==> config.mk <==
export PLATFORM = sky130hd
export DESIGN_NAME = smwc_standby_ctrl
export DESIGN_NICKNAME = d
export VERILOG_FILES = /design/src/hdl/smwc_pkg.sv /design/src/hdl/smwc_irq_detect.sv /design/src/hdl/smwc_standby_ctrl.sv
export VERILOG_INCLUDE_DIRS = /design/src /design/src/hdl
export SDC_FILE = /design/constraint.sdc
export NUM_CORES = 1
export LEC_CHECK = 0
export BUFFER_PORTS_ARGS = -buffer_cell sky130_fd_sc_hd__buf_2
export CORE_MARGIN = 2
export CORE_UTILIZATION = 30
export CTS_CLUSTER_DIAMETER = 150
export DETAILED_ROUTE_END_ITERATION = 6
export PLACE_DENSITY_LB_ADDON = 0.15
export SETUP_SLACK_MARGIN = 0.3
export SYNTH_ARGS = -nofsm -noshare
export SYNTH_HDL_FRONTEND = slang
export SYNTH_SLANG_ARGS = --single-unit
==> constraint.sdc <==
create_clock -name ref_clk -period 2.34 [get_ports ref_clk]
set_input_delay 0.468 -clock ref_clk [delete_from_list [all_inputs] [get_ports ref_clk]]
set_output_delay 0.468 -clock ref_clk [all_outputs]
set_load 0.005 [all_outputs]
==> src/hdl/smwc_cfg.svh <==
// offsets, field positions, reset values and codes of the standby controller
`ifndef SMWC_CFG_SVH
`define SMWC_CFG_SVH

// ----------------------------------------------------------------------------
// register byte offsets
// ----------------------------------------------------------------------------
`define SMWC_OFF_CTRL     5'h00
`define SMWC_OFF_STATUS   5'h04
`define SMWC_OFF_IRQCFG   5'h08
`define SMWC_OFF_OSC      5'h0C
`define SMWC_OFF_INTSTAT  5'h10
`define SMWC_OFF_INTMASK  5'h14

// ----------------------------------------------------------------------------
// standby mode request codes, control bits [1:0]
// ----------------------------------------------------------------------------
`define SMWC_MODE_NONE    2'h0
`define SMWC_MODE_IDLE    2'h1
`define SMWC_MODE_DEEP    2'h2
`define SMWC_MODE_XTAL    2'h3

// ----------------------------------------------------------------------------
// pin detection codes, three bits per pin in the irq config register
// ----------------------------------------------------------------------------
`define SMWC_DET_OFF      3'h0
`define SMWC_DET_RISE     3'h1
`define SMWC_DET_FALL     3'h2
`define SMWC_DET_BOTH     3'h3
`define SMWC_DET_HIGH     3'h4
`define SMWC_DET_LOW      3'h5
`define SMWC_DET_W        3

// allowed detection codes, one bit per code
`define SMWC_ALLOW_LVLPIN 8'h36
`define SMWC_ALLOW_EDGPIN 8'h0E

// ----------------------------------------------------------------------------
// field positions and reset values
// ----------------------------------------------------------------------------
`define SMWC_STAT_OSC_LSB 4
`define SMWC_INT_WAKE_BIT 8
`define SMWC_OSC_RST      4'hF
`define SMWC_IRQCFG_RST   24'h000000
`define SMWC_INTMASK_RST  9'h000

`endif

==> src/hdl/smwc_pkg.sv <==
// types shared by the standby controller files
package smwc_pkg;

    typedef enum logic [1:0] {
        ST_ACTIVE,
        ST_IDLE,
        ST_DEEP,
        ST_XTAL
    } smwc_state_t;

    // oscillator run enables
    typedef struct packed {
        logic pll;
        logic mainRes;
        logic intRc;
        logic xtal;
    } smwc_osc_t;

    // on-chip interrupt sources that can end a standby mode
    typedef struct packed {
        logic port0;
        logic baseTimer;
        logic usbBus;
        logic irRx;
        logic other;
    } smwc_wake_t;

endpackage

==> src/hdl/smwc_irq_detect.sv <==
// edge and level detector for one external interrupt pin
`timescale 1ns/100ps
`include "smwc_cfg.svh"

module smwc_irq_detect #(
    parameter logic [7:0] ALLOWED = `SMWC_ALLOW_EDGPIN
) (
    // clock, reset, enable
    input  wire logic        ref_clk,
    input  wire logic        reset,
    input  wire logic        clkEn,
    // synchronised pin level and selected detection
    input  wire logic        pinLvl,
    input  wire logic [2:0]  mode,
    // detected event
    output logic             evt
);

    logic prev_q;
    logic prev_d;
    logic evt_q;
    logic evt_d;

    // ------------------------------------------------------------------------
    // detection
    // ------------------------------------------------------------------------
    always_comb begin
        prev_d = pinLvl;
        evt_d  = 1'b0;
        if (ALLOWED[mode]) begin
            unique case (mode)
                `SMWC_DET_RISE: evt_d = pinLvl & ~prev_q;
                `SMWC_DET_FALL: evt_d = ~pinLvl & prev_q;
                `SMWC_DET_BOTH: evt_d = pinLvl ^ prev_q;
                `SMWC_DET_HIGH: evt_d = pinLvl;
                `SMWC_DET_LOW:  evt_d = ~pinLvl;
                default:        evt_d = 1'b0;
            endcase
        end
    end

    always_ff @(posedge ref_clk) begin
        if (reset) begin
            prev_q <= 1'b0;
            evt_q  <= 1'b0;
        end else if (clkEn) begin
            prev_q <= prev_d;
            evt_q  <= evt_d;
        end
    end

    assign evt = evt_q;

    // ------------------------------------------------------------------------
    // checks
    // ------------------------------------------------------------------------
    illegal_mode_quiet_a: assert property (
        @(posedge ref_clk) disable iff (reset)
        (clkEn && !ALLOWED[mode]) |=> !evt_q)
        else $error("event raised for a detection mode the pin lacks");

    rise_detect_a: assert property (
        @(posedge ref_clk) disable iff (reset)
        (clkEn && mode == `SMWC_DET_RISE && pinLvl && !prev_q) |=> evt_q)
        else $error("rising edge not detected");

endmodule

==> src/hdl/smwc_standby_ctrl.sv <==
// standby mode controller with wakeup logic and avalon-mm registers
//
// Local design decisions: the register addresses and the Avalon-MM interface to the registers.
`timescale 1ns/100ps
`include "smwc_cfg.svh"
// Behaviour
// - idle halts core, peripherals keep running
// - idle entry leaves oscillators untouched
// - idle ends on reset pin, watchdog, interrupt
// - deep standby halts core and all peripherals
// - deep entry stops pll, main, rc, crystal
// - deep ends on reset, watchdog, pins 0,1 in level mode, pins 2,4,5, port0, usb
// - crystal standby halts all but base timer
// - crystal entry stops pll, main, rc
// - crystal oscillator keeps its entry state
// - crystal ends on deep set, timer, infrared
// - pins 0,1 edges and levels, no both-edge
// - pins 2,3 edges and both-edge, no level
// - pins 4 to 7 edges and both-edge only

module smwc_standby_ctrl
    import smwc_pkg::*;
(
    // clock, reset, enable
    input  wire logic                 ref_clk,
    input  wire logic                 reset,
    input  wire logic                 clkEn,
    // avalon-mm slave
    input  wire logic [4:0]           address,
    input  wire logic                 read,
    input  wire logic                 write,
    input  wire logic [31:0]          writedata,
    input  wire logic [3:0]           byteenable,
    output logic      [31:0]          readdata,
    output logic                      waitrequest,
    // pins
    input  wire logic                 resetPinN,
    input  wire logic [7:0]           extIrq,
    // on-chip sources
    input  wire logic                 wdtReset,
    input  wire smwc_pkg::smwc_wake_t wakeSrc,
    // control outputs
    output logic                      cpuHalt,
    output logic                      periphRun,
    output logic                      baseTimerRun,
    output smwc_pkg::smwc_osc_t       oscEn,
    output logic                      sysReset,
    output logic                      irq
);
    import smwc_pkg::*;

    // ------------------------------------------------------------------------
    // helpers
    // ------------------------------------------------------------------------
    function automatic logic [31:0] mergeBytes(input logic [31:0] old,
                                               input logic [31:0] wdat,
                                               input logic [3:0]  be);
        logic [31:0] res;
        res = old;
        for (int b = 0; b < 4; b++) begin
            if (be[b]) begin
                res[8*b +: 8] = wdat[8*b +: 8];
            end
        end
        return res;
    endfunction

    function automatic logic isLevel(input logic [2:0] m);
        return (m == `SMWC_DET_HIGH) || (m == `SMWC_DET_LOW);
    endfunction

    // ------------------------------------------------------------------------
    // pin synchronisers
    // ------------------------------------------------------------------------
    logic [8:0] sync1_q;
    logic [8:0] sync1_d;
    logic [8:0] sync2_q;
    logic [8:0] sync2_d;

    always_comb begin
        sync1_d = {resetPinN, extIrq};
        sync2_d = sync1_q;
    end

    always_ff @(posedge ref_clk) begin
        if (reset) begin
            sync1_q <= 9'h100;
            sync2_q <= 9'h100;
        end else if (clkEn) begin
            sync1_q <= sync1_d;
            sync2_q <= sync2_d;
        end
    end

    // ------------------------------------------------------------------------
    // pin detectors
    // ------------------------------------------------------------------------
    logic [23:0] irqCfg_q;
    logic [7:0]  pinEvt;

    for (genvar i = 0; i < 8; i++) begin : g_det
        smwc_irq_detect #(
            .ALLOWED ((i < 2) ? `SMWC_ALLOW_LVLPIN : `SMWC_ALLOW_EDGPIN)
        ) u_det (
            .ref_clk (ref_clk),
            .reset   (reset),
            .clkEn   (clkEn),
            .pinLvl  (sync2_q[i]),
            .mode    (irqCfg_q[`SMWC_DET_W*i +: `SMWC_DET_W]),
            .evt     (pinEvt[i])
        );
    end

    // ------------------------------------------------------------------------
    // wake decoding
    // ------------------------------------------------------------------------
    logic sysCause;
    logic wakeIdle;
    logic wakeDeep;
    logic wakeXtal;

    always_comb begin
        sysCause = ~sync2_q[8] | wdtReset;
        wakeIdle = (|pinEvt) | (|wakeSrc);
        wakeDeep = (pinEvt[0] & isLevel(irqCfg_q[2:0]))
                 | (pinEvt[1] & isLevel(irqCfg_q[5:3]))
                 | pinEvt[2] | pinEvt[4] | pinEvt[5]
                 | wakeSrc.port0 | wakeSrc.usbBus;
        wakeXtal = wakeDeep | wakeSrc.baseTimer | wakeSrc.irRx;
    end

    // ------------------------------------------------------------------------
    // state, registers and bus
    // ------------------------------------------------------------------------
    smwc_state_t state_q;
    smwc_state_t state_d;
    smwc_osc_t   oscCfg_q;
    smwc_osc_t   oscCfg_d;
    smwc_osc_t   osc_q;
    smwc_osc_t   osc_d;
    logic [23:0] irqCfg_d;
    logic [8:0]  intStat_q;
    logic [8:0]  intStat_d;
    logic [8:0]  intMask_q;
    logic [8:0]  intMask_d;
    logic [31:0] rdata_q;
    logic [31:0] rdata_d;
    logic        wait_q;
    logic        wait_d;
    logic        halt_q;
    logic        halt_d;
    logic        prun_q;
    logic        prun_d;
    logic        btRun_q;
    logic        btRun_d;
    logic        sysRst_q;
    logic        sysRst_d;
    logic        irq_q;
    logic        irq_d;
    logic        wrTake;
    logic        wake;
    logic [1:0]  modeCode;
    logic [31:0] wv;

    always_comb begin
        state_d   = state_q;
        oscCfg_d  = oscCfg_q;
        irqCfg_d  = irqCfg_q;
        intMask_d = intMask_q;
        wake      = 1'b0;
        wv        = 32'h0000_0000;
        rdata_d   = rdata_q;
        // one wait cycle, then the request is accepted
        wait_d    = ~((read | write) & wait_q);
        wrTake    = write & ~wait_q;
        unique case (state_q)
            ST_ACTIVE: modeCode = `SMWC_MODE_NONE;
            ST_IDLE:   modeCode = `SMWC_MODE_IDLE;
            ST_DEEP:   modeCode = `SMWC_MODE_DEEP;
            ST_XTAL:   modeCode = `SMWC_MODE_XTAL;
        endcase
        if (read & wait_q) begin
            unique case (address)
                `SMWC_OFF_CTRL:    rdata_d = {30'h0, modeCode};
                `SMWC_OFF_STATUS:  rdata_d = {24'h0, osc_q, 2'h0, modeCode};
                `SMWC_OFF_IRQCFG:  rdata_d = {8'h00, irqCfg_q};
                `SMWC_OFF_OSC:     rdata_d = {28'h0, oscCfg_q};
                `SMWC_OFF_INTSTAT: rdata_d = {23'h0, intStat_q};
                `SMWC_OFF_INTMASK: rdata_d = {23'h0, intMask_q};
                default:           rdata_d = 32'h0000_0000;
            endcase
        end
        if (wrTake) begin
            unique case (address)
                `SMWC_OFF_CTRL: begin
                    wv = mergeBytes(32'h0000_0000, writedata, byteenable);
                    if (state_q == ST_ACTIVE) begin
                        unique case (wv[1:0])
                            `SMWC_MODE_IDLE: state_d = ST_IDLE;
                            `SMWC_MODE_DEEP: state_d = ST_DEEP;
                            `SMWC_MODE_XTAL: state_d = ST_XTAL;
                            `SMWC_MODE_NONE: state_d = ST_ACTIVE;
                        endcase
                    end
                end
                `SMWC_OFF_IRQCFG: begin
                    wv = mergeBytes({8'h00, irqCfg_q}, writedata, byteenable);
                    irqCfg_d = wv[23:0];
                end
                `SMWC_OFF_OSC: begin
                    wv = mergeBytes({28'h0, oscCfg_q}, writedata, byteenable);
                    oscCfg_d = wv[3:0];
                end
                `SMWC_OFF_INTMASK: begin
                    wv = mergeBytes({23'h0, intMask_q}, writedata, byteenable);
                    intMask_d = wv[8:0];
                end
                default: begin
                    wv = 32'h0000_0000;
                end
            endcase
        end
        // wakeup by interrupt: resume execution
        unique case (state_q)
            ST_ACTIVE: wake = 1'b0;
            ST_IDLE:   wake = wakeIdle;
            ST_DEEP:   wake = wakeDeep;
            ST_XTAL:   wake = wakeXtal;
        endcase
        if (wake) begin
            state_d = ST_ACTIVE;
        end
        // sticky flags: set wins over a write-one clear
        intStat_d = intStat_q;
        if (wrTake && address == `SMWC_OFF_INTSTAT) begin
            wv = mergeBytes(32'h0000_0000, writedata, byteenable);
            intStat_d = intStat_q & ~wv[8:0];
        end
        intStat_d = intStat_d | {wake, pinEvt};
        // outputs follow the next state
        halt_d  = (state_d != ST_ACTIVE);
        prun_d  = (state_d == ST_ACTIVE) || (state_d == ST_IDLE);
        btRun_d = prun_d || (state_d == ST_XTAL);
        unique case (state_d)
            ST_DEEP: osc_d = '0;
            ST_XTAL: osc_d = '{pll: 1'b0, mainRes: 1'b0, intRc: 1'b0,
                               xtal: oscCfg_q.xtal};
            default: osc_d = oscCfg_d;
        endcase
        irq_d    = |(intStat_d & intMask_q);
        sysRst_d = sysCause;
        // reset pin or watchdog: full system reset from any mode
        if (sysCause) begin
            state_d   = ST_ACTIVE;
            oscCfg_d  = `SMWC_OSC_RST;
            irqCfg_d  = `SMWC_IRQCFG_RST;
            intMask_d = `SMWC_INTMASK_RST;
            intStat_d = 9'h000;
            halt_d    = 1'b0;
            prun_d    = 1'b1;
            btRun_d   = 1'b1;
            osc_d     = `SMWC_OSC_RST;
            irq_d     = 1'b0;
        end
    end

    always_ff @(posedge ref_clk) begin
        if (reset) begin
            state_q   <= ST_ACTIVE;
            oscCfg_q  <= `SMWC_OSC_RST;
            osc_q     <= `SMWC_OSC_RST;
            irqCfg_q  <= `SMWC_IRQCFG_RST;
            intStat_q <= 9'h000;
            intMask_q <= `SMWC_INTMASK_RST;
            rdata_q   <= 32'h0000_0000;
            wait_q    <= 1'b1;
            halt_q    <= 1'b0;
            prun_q    <= 1'b1;
            btRun_q   <= 1'b1;
            sysRst_q  <= 1'b0;
            irq_q     <= 1'b0;
        end else if (clkEn) begin
            state_q   <= state_d;
            oscCfg_q  <= oscCfg_d;
            osc_q     <= osc_d;
            irqCfg_q  <= irqCfg_d;
            intStat_q <= intStat_d;
            intMask_q <= intMask_d;
            rdata_q   <= rdata_d;
            wait_q    <= wait_d;
            halt_q    <= halt_d;
            prun_q    <= prun_d;
            btRun_q   <= btRun_d;
            sysRst_q  <= sysRst_d;
            irq_q     <= irq_d;
        end
    end

    assign readdata     = rdata_q;
    assign waitrequest  = wait_q;
    assign cpuHalt      = halt_q;
    assign periphRun    = prun_q;
    assign baseTimerRun = btRun_q;
    assign oscEn        = osc_q;
    assign sysReset     = sysRst_q;
    assign irq          = irq_q;

    // ------------------------------------------------------------------------
    // checks
    // ------------------------------------------------------------------------
    idle_core_halt_a: assert property (
        @(posedge ref_clk) disable iff (reset)
        (clkEn && state_d == ST_IDLE) |=> (cpuHalt && periphRun))
        else $error("idle must halt core and keep peripherals");

    idle_osc_kept_a: assert property (
        @(posedge ref_clk) disable iff (reset)
        (clkEn && state_d == ST_IDLE) |=> (oscEn == $past(oscCfg_d)))
        else $error("idle changed oscillators");

    idle_wake_a: assert property (
        @(posedge ref_clk) disable iff (reset)
        (clkEn && state_q == ST_IDLE && (|wakeSrc))
        |=> (state_q == ST_ACTIVE && !cpuHalt))
        else $error("idle not ended by interrupt");

    deep_stop_a: assert property (
        @(posedge ref_clk) disable iff (reset)
        (clkEn && state_d == ST_DEEP)
        |=> (cpuHalt && !periphRun && !baseTimerRun && oscEn == '0))
        else $error("deep standby left something running");

    deep_wake_a: assert property (
        @(posedge ref_clk) disable iff (reset)
        (clkEn && state_q == ST_DEEP && !sysCause
         && (wakeSrc.port0 || wakeSrc.usbBus || pinEvt[2]))
        |=> state_q == ST_ACTIVE)
        else $error("deep standby not ended by wake source");

    deep_timer_ignored_a: assert property (
        @(posedge ref_clk) disable iff (reset)
        (clkEn && state_q == ST_DEEP && !sysCause && !wakeDeep
         && !wrTake) |=> state_q == ST_DEEP)
        else $error("deep standby ended without a wake source");

    xtal_state_a: assert property (
        @(posedge ref_clk) disable iff (reset)
        (clkEn && state_d == ST_XTAL)
        |=> (baseTimerRun && !periphRun && !oscEn.pll && !oscEn.mainRes
             && !oscEn.intRc && oscEn.xtal == $past(oscCfg_q.xtal)))
        else $error("crystal standby outputs wrong");

    xtal_wake_a: assert property (
        @(posedge ref_clk) disable iff (reset)
        (clkEn && state_q == ST_XTAL && (wakeSrc.baseTimer || wakeSrc.irRx))
        |=> (!cpuHalt && state_q == ST_ACTIVE))
        else $error("crystal standby not ended by timer or infrared");

    reset_wake_a: assert property (
        @(posedge ref_clk) disable iff (reset)
        (clkEn && sysCause)
        |=> (sysReset && state_q == ST_ACTIVE && oscEn == `SMWC_OSC_RST))
        else $error("reset pin or watchdog did not reset system");

endmodule

Yosys cells after proc, flatten, opt, wreduce, memory -nomap -nowiden
Memories as Yosys holds them, arrays and structs flattened. A register that Yosys moved wholly into a read port is not among the register bits.
Index checks and enable logic that the tools add are counted.

operators by class
  $lt $le $gt $ge = 8
  equality and inequality tests = 54
  multiplexer cells = 73
  bitwise gates (word level) = 63
  reduce and logical (&&, ||, !) cells = 25

operators by type and width
  kind                count
  $pmux 24 s6         1
  $mux 24             3
  $eq 3x2->1 const B  16
  $eq 3x3->1 const B  16
  $mux 9              5
  $mux 8              5
  $pmux 1 s5          8
  $mux 3              12
  $lt 3x4->1 const B  8
  $eq 3x1->1 const B  8
  $mux 1              23
  $and 1x1->1         21
  $mux 4              5
  $reduce_and 4->1    5
  $not 1->1           19
  $and 9x9->9         2
  $pmux 2 s4          2
  $mux 2              7
  $reduce_bool 2->1   7
  $eq 2x2->1 const B  6
  $or 1x1->1          11
  $eq 5x4->1 const B  2
  $eq 5x5->1 const B  2
  $not 9->9           1
  other kinds (14)    28

storage, ports and cells
  register bits = 124
  memory bits (read-only) = 64
  input bits = 61
  word-level logic and storage cells = 271
  memories kept = 8

memories
  memory            words  bits a word  read ports  clocked after memory_dff  write ports  line                   RTL
  (name not given)  8      1            1           1                         0            smwc_irq_detect.sv:30  if (ALLOWED[mode]) begin
  (name not given)  8      1            1           0                         0            smwc_irq_detect.sv:30
  (name not given)  8      1            1           1                         0            smwc_irq_detect.sv:30
  (name not given)  8      1            1           1                         0            smwc_irq_detect.sv:30
  (name not given)  8      1            1           1                         0            smwc_irq_detect.sv:30
  (name not given)  8      1            1           1                         0            smwc_irq_detect.sv:30
  2 more memories   n/a    n/a          n/a         n/a                       n/a          n/a

Logic depth before layout (Yosys ltp)
Gate-level depths: netlist of the first run.

  word-level depth = 17
  mapped depth = 8
  depth with buffers taken out = 7

Cells and area by module
From an unflattened synthesis of the first run, not the netlist that was laid out.

unflattened totals
  cell total of the unflattened synthesis = 686
  area total of the unflattened synthesis = 5825.6 um^2

modules (own cells, without submodules)
  module                                times used  cells each  area an instance (um^2)  seq. area each (um^2)
  smwc_standby_ctrl                     1           546         4569.4                   2001.9
  smwc_irq_detect (g_det[2].u_det ...)  6           16          140.1                    40.0
  smwc_irq_detect (g_det[0].u_det ...)  2           22          207.7                    40.0

Worst setup path after synthesis of the first run
No wires, ideal clock.

  path kind = in2reg
  from = in address[3]
  to = reg (tool-made name)
  arrival = 2.101 ns
  slack = 0.112 ns
  stages on the path = 7
  cell sequence = buf_2 -> or4b_1 -> buf_2 -> or4_4 -> a22oi_1 -> xnor2_1 -> nor2_1

RTL lines
  element          line                     RTL
  start, declared  smwc_standby_ctrl.sv:29  input wire logic [4:0] address,

Worst setup path after layout of the first run
  from = reg wait_q (netlist: waitrequest)
  to = reg irq_q (netlist: irq)

between the ends
  word-level cells in the longest chain between the ends = 8

RTL lines
  element                             line                      RTL
  start, declared                     smwc_standby_ctrl.sv:148  logic wait_q;
  start signal, assigned              smwc_standby_ctrl.sv:290  wait_q <= wait_d;
  $not 1->1                           smwc_standby_ctrl.sv:175  wrTake = write & ~wait_q;
  $and 1x1->1                         smwc_standby_ctrl.sv:175
  $logic_and 1x1->1 (no source line)  n/a
  $mux 9                              smwc_standby_ctrl.sv:235  if (wrTake && address == `SMWC_OFF_INTSTAT) begin
  $or 9x9->9                          smwc_standby_ctrl.sv:239  intStat_d = intStat_d | {wake, pinEvt};
  $and 9x9->9                         smwc_standby_ctrl.sv:250  irq_d = |(intStat_d & intMask_q);
  $reduce_or 9->1                     smwc_standby_ctrl.sv:250
  $mux 1                              smwc_standby_ctrl.sv:253  if (sysCause) begin
  end signal, assigned                smwc_standby_ctrl.sv:295  irq_q <= irq_d;
  end, declared                       smwc_standby_ctrl.sv:158  logic irq_q;

No other way between the ends.
A chain may end at the register's enable or synchronous reset.

==> results of run 1 <==
-- state kept, by name, indices dropped and copies added (netlist names), named ones only --
name                flops
sysReset                1
intStat_q               9
g_det.u_det.evt         8
oscEn                   4
waitrequest             1
state_q                 2
intMask_q               9
irqCfg_q               24
g_det.u_det.prev_q      8
irq                     1
readdata               24
periphRun               1
baseTimerRun            1
oscCfg_q                4
sync1_q                 9
cpuHalt                 1
sync2_q                 9
-- power breakdown --
group          switching [W]  internal, W  leakage (nW)
combinational       0.000234     0.000126          1.49
clock               0.000979      0.00159         0.272
sequential         0.0000250      0.00210         0.987
total                0.00124      0.00381          2.75
-- metal layers --
layer	up-vias	track usage [%]	wire length, um
li1	2799	-	-
met3	30	4.34	1160
met5	-	0	0
met2	199	30.9	9190
met4	0	6.72	384
met1	2713	22.7	8610
-- cell families after synthesis --
| kind of cell | count (synthesis) | share of synthesized area [%] |
|---|---|---|
| and+or+nand+nor | 259 | 21.3 |
| buffers and inverters | 86 | 6.03 |
| xor gates and xnor gates | 2 | 0.293 |
| adders and majority gates | 17 | 3.56 |
| DFF | 122 | 40.9 |
| other | 1 | 0.0628 |
| AOI/OAI and AO/OA | 212 | 22.5 |
| muxes | 32 | 5.38 |
-- stage by stage --
stage | cells | hold WS (ps) | power, W | util (%)
2_1_floorplan | 738 | 441 | 0.00237 | -
3_3_place_gp | 1065 | 444 | 0.00252 | 34.8
3_5_place_dp | 1065 | 444 | 0.00253 | 34.8
4_1_cts | 1096 | 248 | 0.00512 | 37.8
5_1_grt | 1096 | 276 | 0.00523 | 37.8
6_report | 1096 | 263 | 0.00505 | 37.8
-- area by class of cell --
cell class	count	area, um2	share of cell area [%]
Clock buffer	20	447	6.05
Inverter	30	113	1.53
Tap cell	265	332	4.49
Multi-Input combinational cell	530	3230	43.7
Sequential cell	122	2440	33.1
Clock inverter	11	124	1.68
Timing Repair Buffer	118	701	9.49
-- critical path: cells and delay by family (launching register included) --
family | cells | cell delay [ps]
and+or+nand+nor | 2 | 600
AOI/OAI and AO/OA | 3 | 740
DFF | 1 | 420
-- cell usage in the layout (no fill, tap or decap), types with 4 or more instances in the layout --
cell type / count
conb_1: 8
nand3_1: 28
a32oi_1: 5
and3_1: 7
nand4_1: 17
and2_1: 4
nor3b_1: 4
a22oi_2: 4
a41oi_1: 5
nor2b_1: 11
a22o_1: 5
ha_1: 17
mux2i_1: 31
o2111ai_1: 5
nand2_1: 79
buf_4: 32
buf_2: 84
o21ai_0: 35
a22oi_1: 21
clkbuf_16: 17
o21bai_1: 5
nand3b_1: 7
dfxtp_1: 122
a31o_2: 9
nor3_1: 6
a21oi_1: 83
nor2_1: 74
inv_1: 29
a31oi_1: 7
a21o_1: 7
-- cells in the mapped netlist (all sizes together), types with 9 or more instances --
cell    number  area (um2)
dfxtp      122        2440
a21oi       83         415
nand2       79         297
nor2        74         278
clkbuf      39         146
o21ai       38         190
mux2i       31         310
inv         29         109
nand3       28         140
a22oi       25         198
buf         17         101
ha          17         213
nand4       17         106
nor2b       11        68.8
a31o         9        78.8
-- worst paths after layout --
path | to | cells after the start
setup / recovery | irq$_SDFFE_PP0P_ | 5
hold reg to reg | readdata[1]$_SDFFE_PP0P_ | 2
setup reg to reg | irq$_SDFFE_PP0P_ | 5
hold / removal | sync1_q[8]$_SDFFE_PP1P_ | 3
==> impl_metrics.json, run 1 <==
{
  "fin_area_um2": 7380,
  "synth_edf_count": 0,
  "route.detailed.drc": 0,
  "r2r-start": "waitrequest$_SDFFE_PP1P_",
  "htree_levels": 4,
  "setup_ws_ps": 446,
  "gp_congestion": 0.950,
  "grt_first_pass_wirelength_mm": 30.4,
  "cts-root-buf": "clkbuf_16",
  "die_w_um": 145,
  "period_share_pct": 80.9,
  "powerDensity_nw_per_um2": 684,
  "nets": 897,
  "post-route-min-period_ps": 1890,
  "hold_class": "primary input to flop",
  "cp.arrival_ps": 2180,
  "detail_route.first_pass.iterations": 5,
  "ys_ff_latch": 122,
  "report.final.slew_viol_count": 0,
  "setup-tns-final_ps": 0,
  "cts_sinks": 122,
  "hp-start": "resetPinN",
  "rsz0062_at_grt": "false",
  "drive_gt1_share_pct": 20.5,
  "cts_hold_buf": 0,
  "fmax_mhz": 528,
  "slew_headroom_pct": 56.4,
  "post_cts_buffers": 0,
  "grt_pass1_vias": 5602,
  "crit_type": "flop to flop",
  "port_buffers": 85,
  "synth_ff_type": "dfxtp_1",
  "grt_max_degree": 59,
  "path_max_fanout": 11,
  "routed_wirelength_mm": 19.4,
  "antenna_cells": 0,
  "worstPathRequired_ps": 2620,
  "cts_tree": "yes",
  "core.rowCount": 51,
  "worst_pin_slew_ps": 649,
  "antenna_found_initial": 0,
  "p_leak_nw": 2.75,
  "grt_overflow": 0,
  "area_growth_syn_to_layout_pct": 23.6,
  "drv_cap": 0,
  "ctsLongestPathBuffers": 2,
  "die_y_um": 145,
  "numCtsBuffers": 17,
  "ir_worst_vdd_v": 0.000440,
  "num_io_pins": 103,
  "dieArea_um2": 21100,
  "async_reset_ff_share_pct": 0,
  "cpPeakStageDelay_ps": 440,
  "path_cells": "and4b_1 -> and2_1 -> a31oi_1 -> o41ai_1 -> o311ai_1",
  "avgSynthCellArea_um2": 8.17,
  "synth_area_um2": 5970,
  "drtIter0Drc": 323,
  "wl_per_cell_um": 17.7,
  "slowest_stage": "o41ai_1",
  "vias": 5741,
  "vias_per_cell": 5.24,
  "final_antenna_net_count": 0,
  "hold_violations": 0,
  "place_hpwl_mm": 13.7,
  "placed_area_um2": 6800,
  "clk_pin_slew_ps": 60,
  "fin_worst_skew_ps": 11.1,
  "setup.worst_path.start_class": "flop",
  "worstSetupEndpointType": "flop",
  "synth_warnings": 0,
  "ctsResizeCount": 0,
  "start_util_pct": 30.6,
  "ys_types": 59,
  "setup_viol": 0,
  "regToRegSetupSlack_ps": 450,
  "dp_slack_ps": 2.35,
  "core_area_um2": 19500,
  "clkLatencyLatePin_ps": 420,
  "nFillCells": 2052,
  "postSynthCellCount": 731,
  "critPathLaunch": "waitrequest$_SDFFE_PP1P_",
  "status": "finished clean",
  "grt_use_total_pct": 18.3,
  "seq_area_frac_synth_pct": 40.9
}
Power figures use the tool's default switching activity.
==> inputs of run 2 (changes only) <==
- clock period: 2.34 -> 1.7 ns (I/O delays scaled with it)
==> impl_metrics.json, run 2 (same netlist as run 1, synthesis figures left out) <==
{
  "cts_tree": "yes",
  "dp_cells": 1106,
  "final_antenna_net_count": 0,
  "numCtsBuffers": 17,
  "violations": "negative setup slack",
  "status": "finished with violations",
  "core.rowCount": 51,
  "setup_viol": 16,
  "vias": 6324,
  "drv_cap": 0,
  "nFillCells": 1895,
  "multi_input_area_um2": 4150,
  "vias_per_cell": 5.40,
  "grt_use_total_pct": 20.2,
  "gp_congestion": 0.880,
  "fin_worst_skew_ps": 11.4,
  "place_hpwl_mm": 14.7,
  "ctsLongestPathBuffers": 2,
  "dieArea_um2": 21100,
  "post-route-min-period_ps": 1880,
  "setup_ws_ps": -175,
  "seq_area_um2": 2480,
  "path_max_fanout": 4,
  "antenna_cells": 0,
  "power.total_w": 0.00748,
  "worstPathRequired_ps": 1990,
  "cts-root-buf": "clkbuf_16",
  "crit_type": "flop to flop",
  "most-common-layout-cells": "dfxtp_1 (102), buf_2 (79), nor2_1 (71)",
  "antenna_found_initial": 0,
  "clk_pin_slew_ps": 60,
  "clkLatencyLatePin_ps": 430,
  "core_area_um2": 19500,
  "hold_violations": 0,
  "grt_first_pass_wirelength_mm": 33.3,
  "grt_overflow": 0,
  "worst_pin_slew_ps": 684,
  "worstSetupEndpointType": "flop",
  "start_util_pct": 30.6,
  "instances_no_fill": 1172,
  "cts_sinks": 122,
  "rsz0062_at_grt": "true",
  "htree_levels": 4,
  "grt_max_degree": 78,
  "cp.arrival_ps": 2170,
  "area_growth_syn_to_layout_pct": 54.2,
  "ir_worst_vdd_v": 0.000623,
  "die_w_um": 145,
  "period_share_pct": 110,
  "slew_headroom_pct": 54.3,
  "powerDensity_nw_per_um2": 813,
  "die_y_um": 145,
  "fmax_mhz": 533,
  "detail_route.first_pass.iterations": 5,
  "port_buffers": 85,
  "drive_gt1_share_pct": 46.5,
  "routed_wirelength_mm": 22.2,
  "setup.worst_path.start_class": "flop",
  "drtIter0Drc": 476,
  "hold_class": "primary input to flop",
  "wl_per_cell_um": 19.0,
  "postLayoutCoreUtil_pct": 47.2,
  "nets": 972,
  "cts_hold_buf": 0,
  "dp_slack_ps": -479,
  "p_leak_nw": 3.36,
  "route.detailed.drc": 0,
  "grt_pass1_vias": 6138,
  "whs_ps": 137,
  "report.final.slew_viol_count": 0,
  "final_common_cell": "dfxtp_1",
  "num_io_pins": 103
}
[run 2: changes by cell type in the layout (fill, tap and decap cells not counted), sizes merged]
cell | previous run | this run
buf | 118 | 190
nand2 | 79 | 80
bufinv | 2 | 3
clkbuf | 20 | 19
clkinv | 7 | 6
inv | 29 | 33
[run 2: path summary, 6_finish.rpt]
kind	from	endpoint	slack (ps)	depth (start not counted)
max	waitrequest$_SDFFE_PP1P_	irq$_SDFFE_PP0P_	-180	8
min	resetPinN	sync1_q[8]$_SDFFE_PP1P_	140	3
max reg2reg	waitrequest$_SDFFE_PP1P_	irq$_SDFFE_PP0P_	-180	8
min reg2reg	readdata[5]$_SDFFE_PP0P_	readdata[5]$_SDFFE_PP0P_	470	2
[run 2: per-layer routing]
metal  up-vias  GRT usage (%)  share of wire (%)
li1       2952              -                  -
met5         -              0                  0
met4         0           8.77                2.4
met3        40           4.31                5.5
met1      3093           25.2                 44
met2       239           33.5                 48
[run 2: critical path: stages (launching register included)]
cell and delay [ps]:
dfxtp_2 340, buf_6 110, and4b_1 310, buf_6 150, a41oi_2 90, nor4_1 350
buf_4 180, and3_4 150, o311ai_1 70
[run 2: report_power, final]
| part | total [W] | internal, W | switching (W) |
|---|---|---|---|
| clock network | 0.00381 | 0.00233 | 0.00147 |
| registers | 0.00292 | 0.00289 | 0.0000338 |
| logic | 0.000756 | 0.000313 | 0.000442 |
| total | 0.00748 | 0.00553 | 0.00195 |
[run 2: final cells by class]
type	instances	share of cell area, %
repair buffers	192	16.5
clock buffers	17	4.62
clock inverters	15	2.06
well taps	265	3.60
flip-flops and latches	122	26.9
inverters	30	1.22
multi-input cells	531	45.0
[run 2: per-stage QoR]
stage                     instance area (um2)  setup TNS (ps)
after CTS                                8450           -1250
after detailed placement                 7150          -21140
final                                    9210            -723
after global routing                     9210           -2700
after global placement                   7150          -19860
after floorplan                          6060           -7870
[run 2: repair_timing]
action                                  CTS  global route
cloned                                    3             2
setup buffers                            12            17
pin swaps                                81           110
gates resized for setup                 142           140
endpoints found under the setup margin   91            95
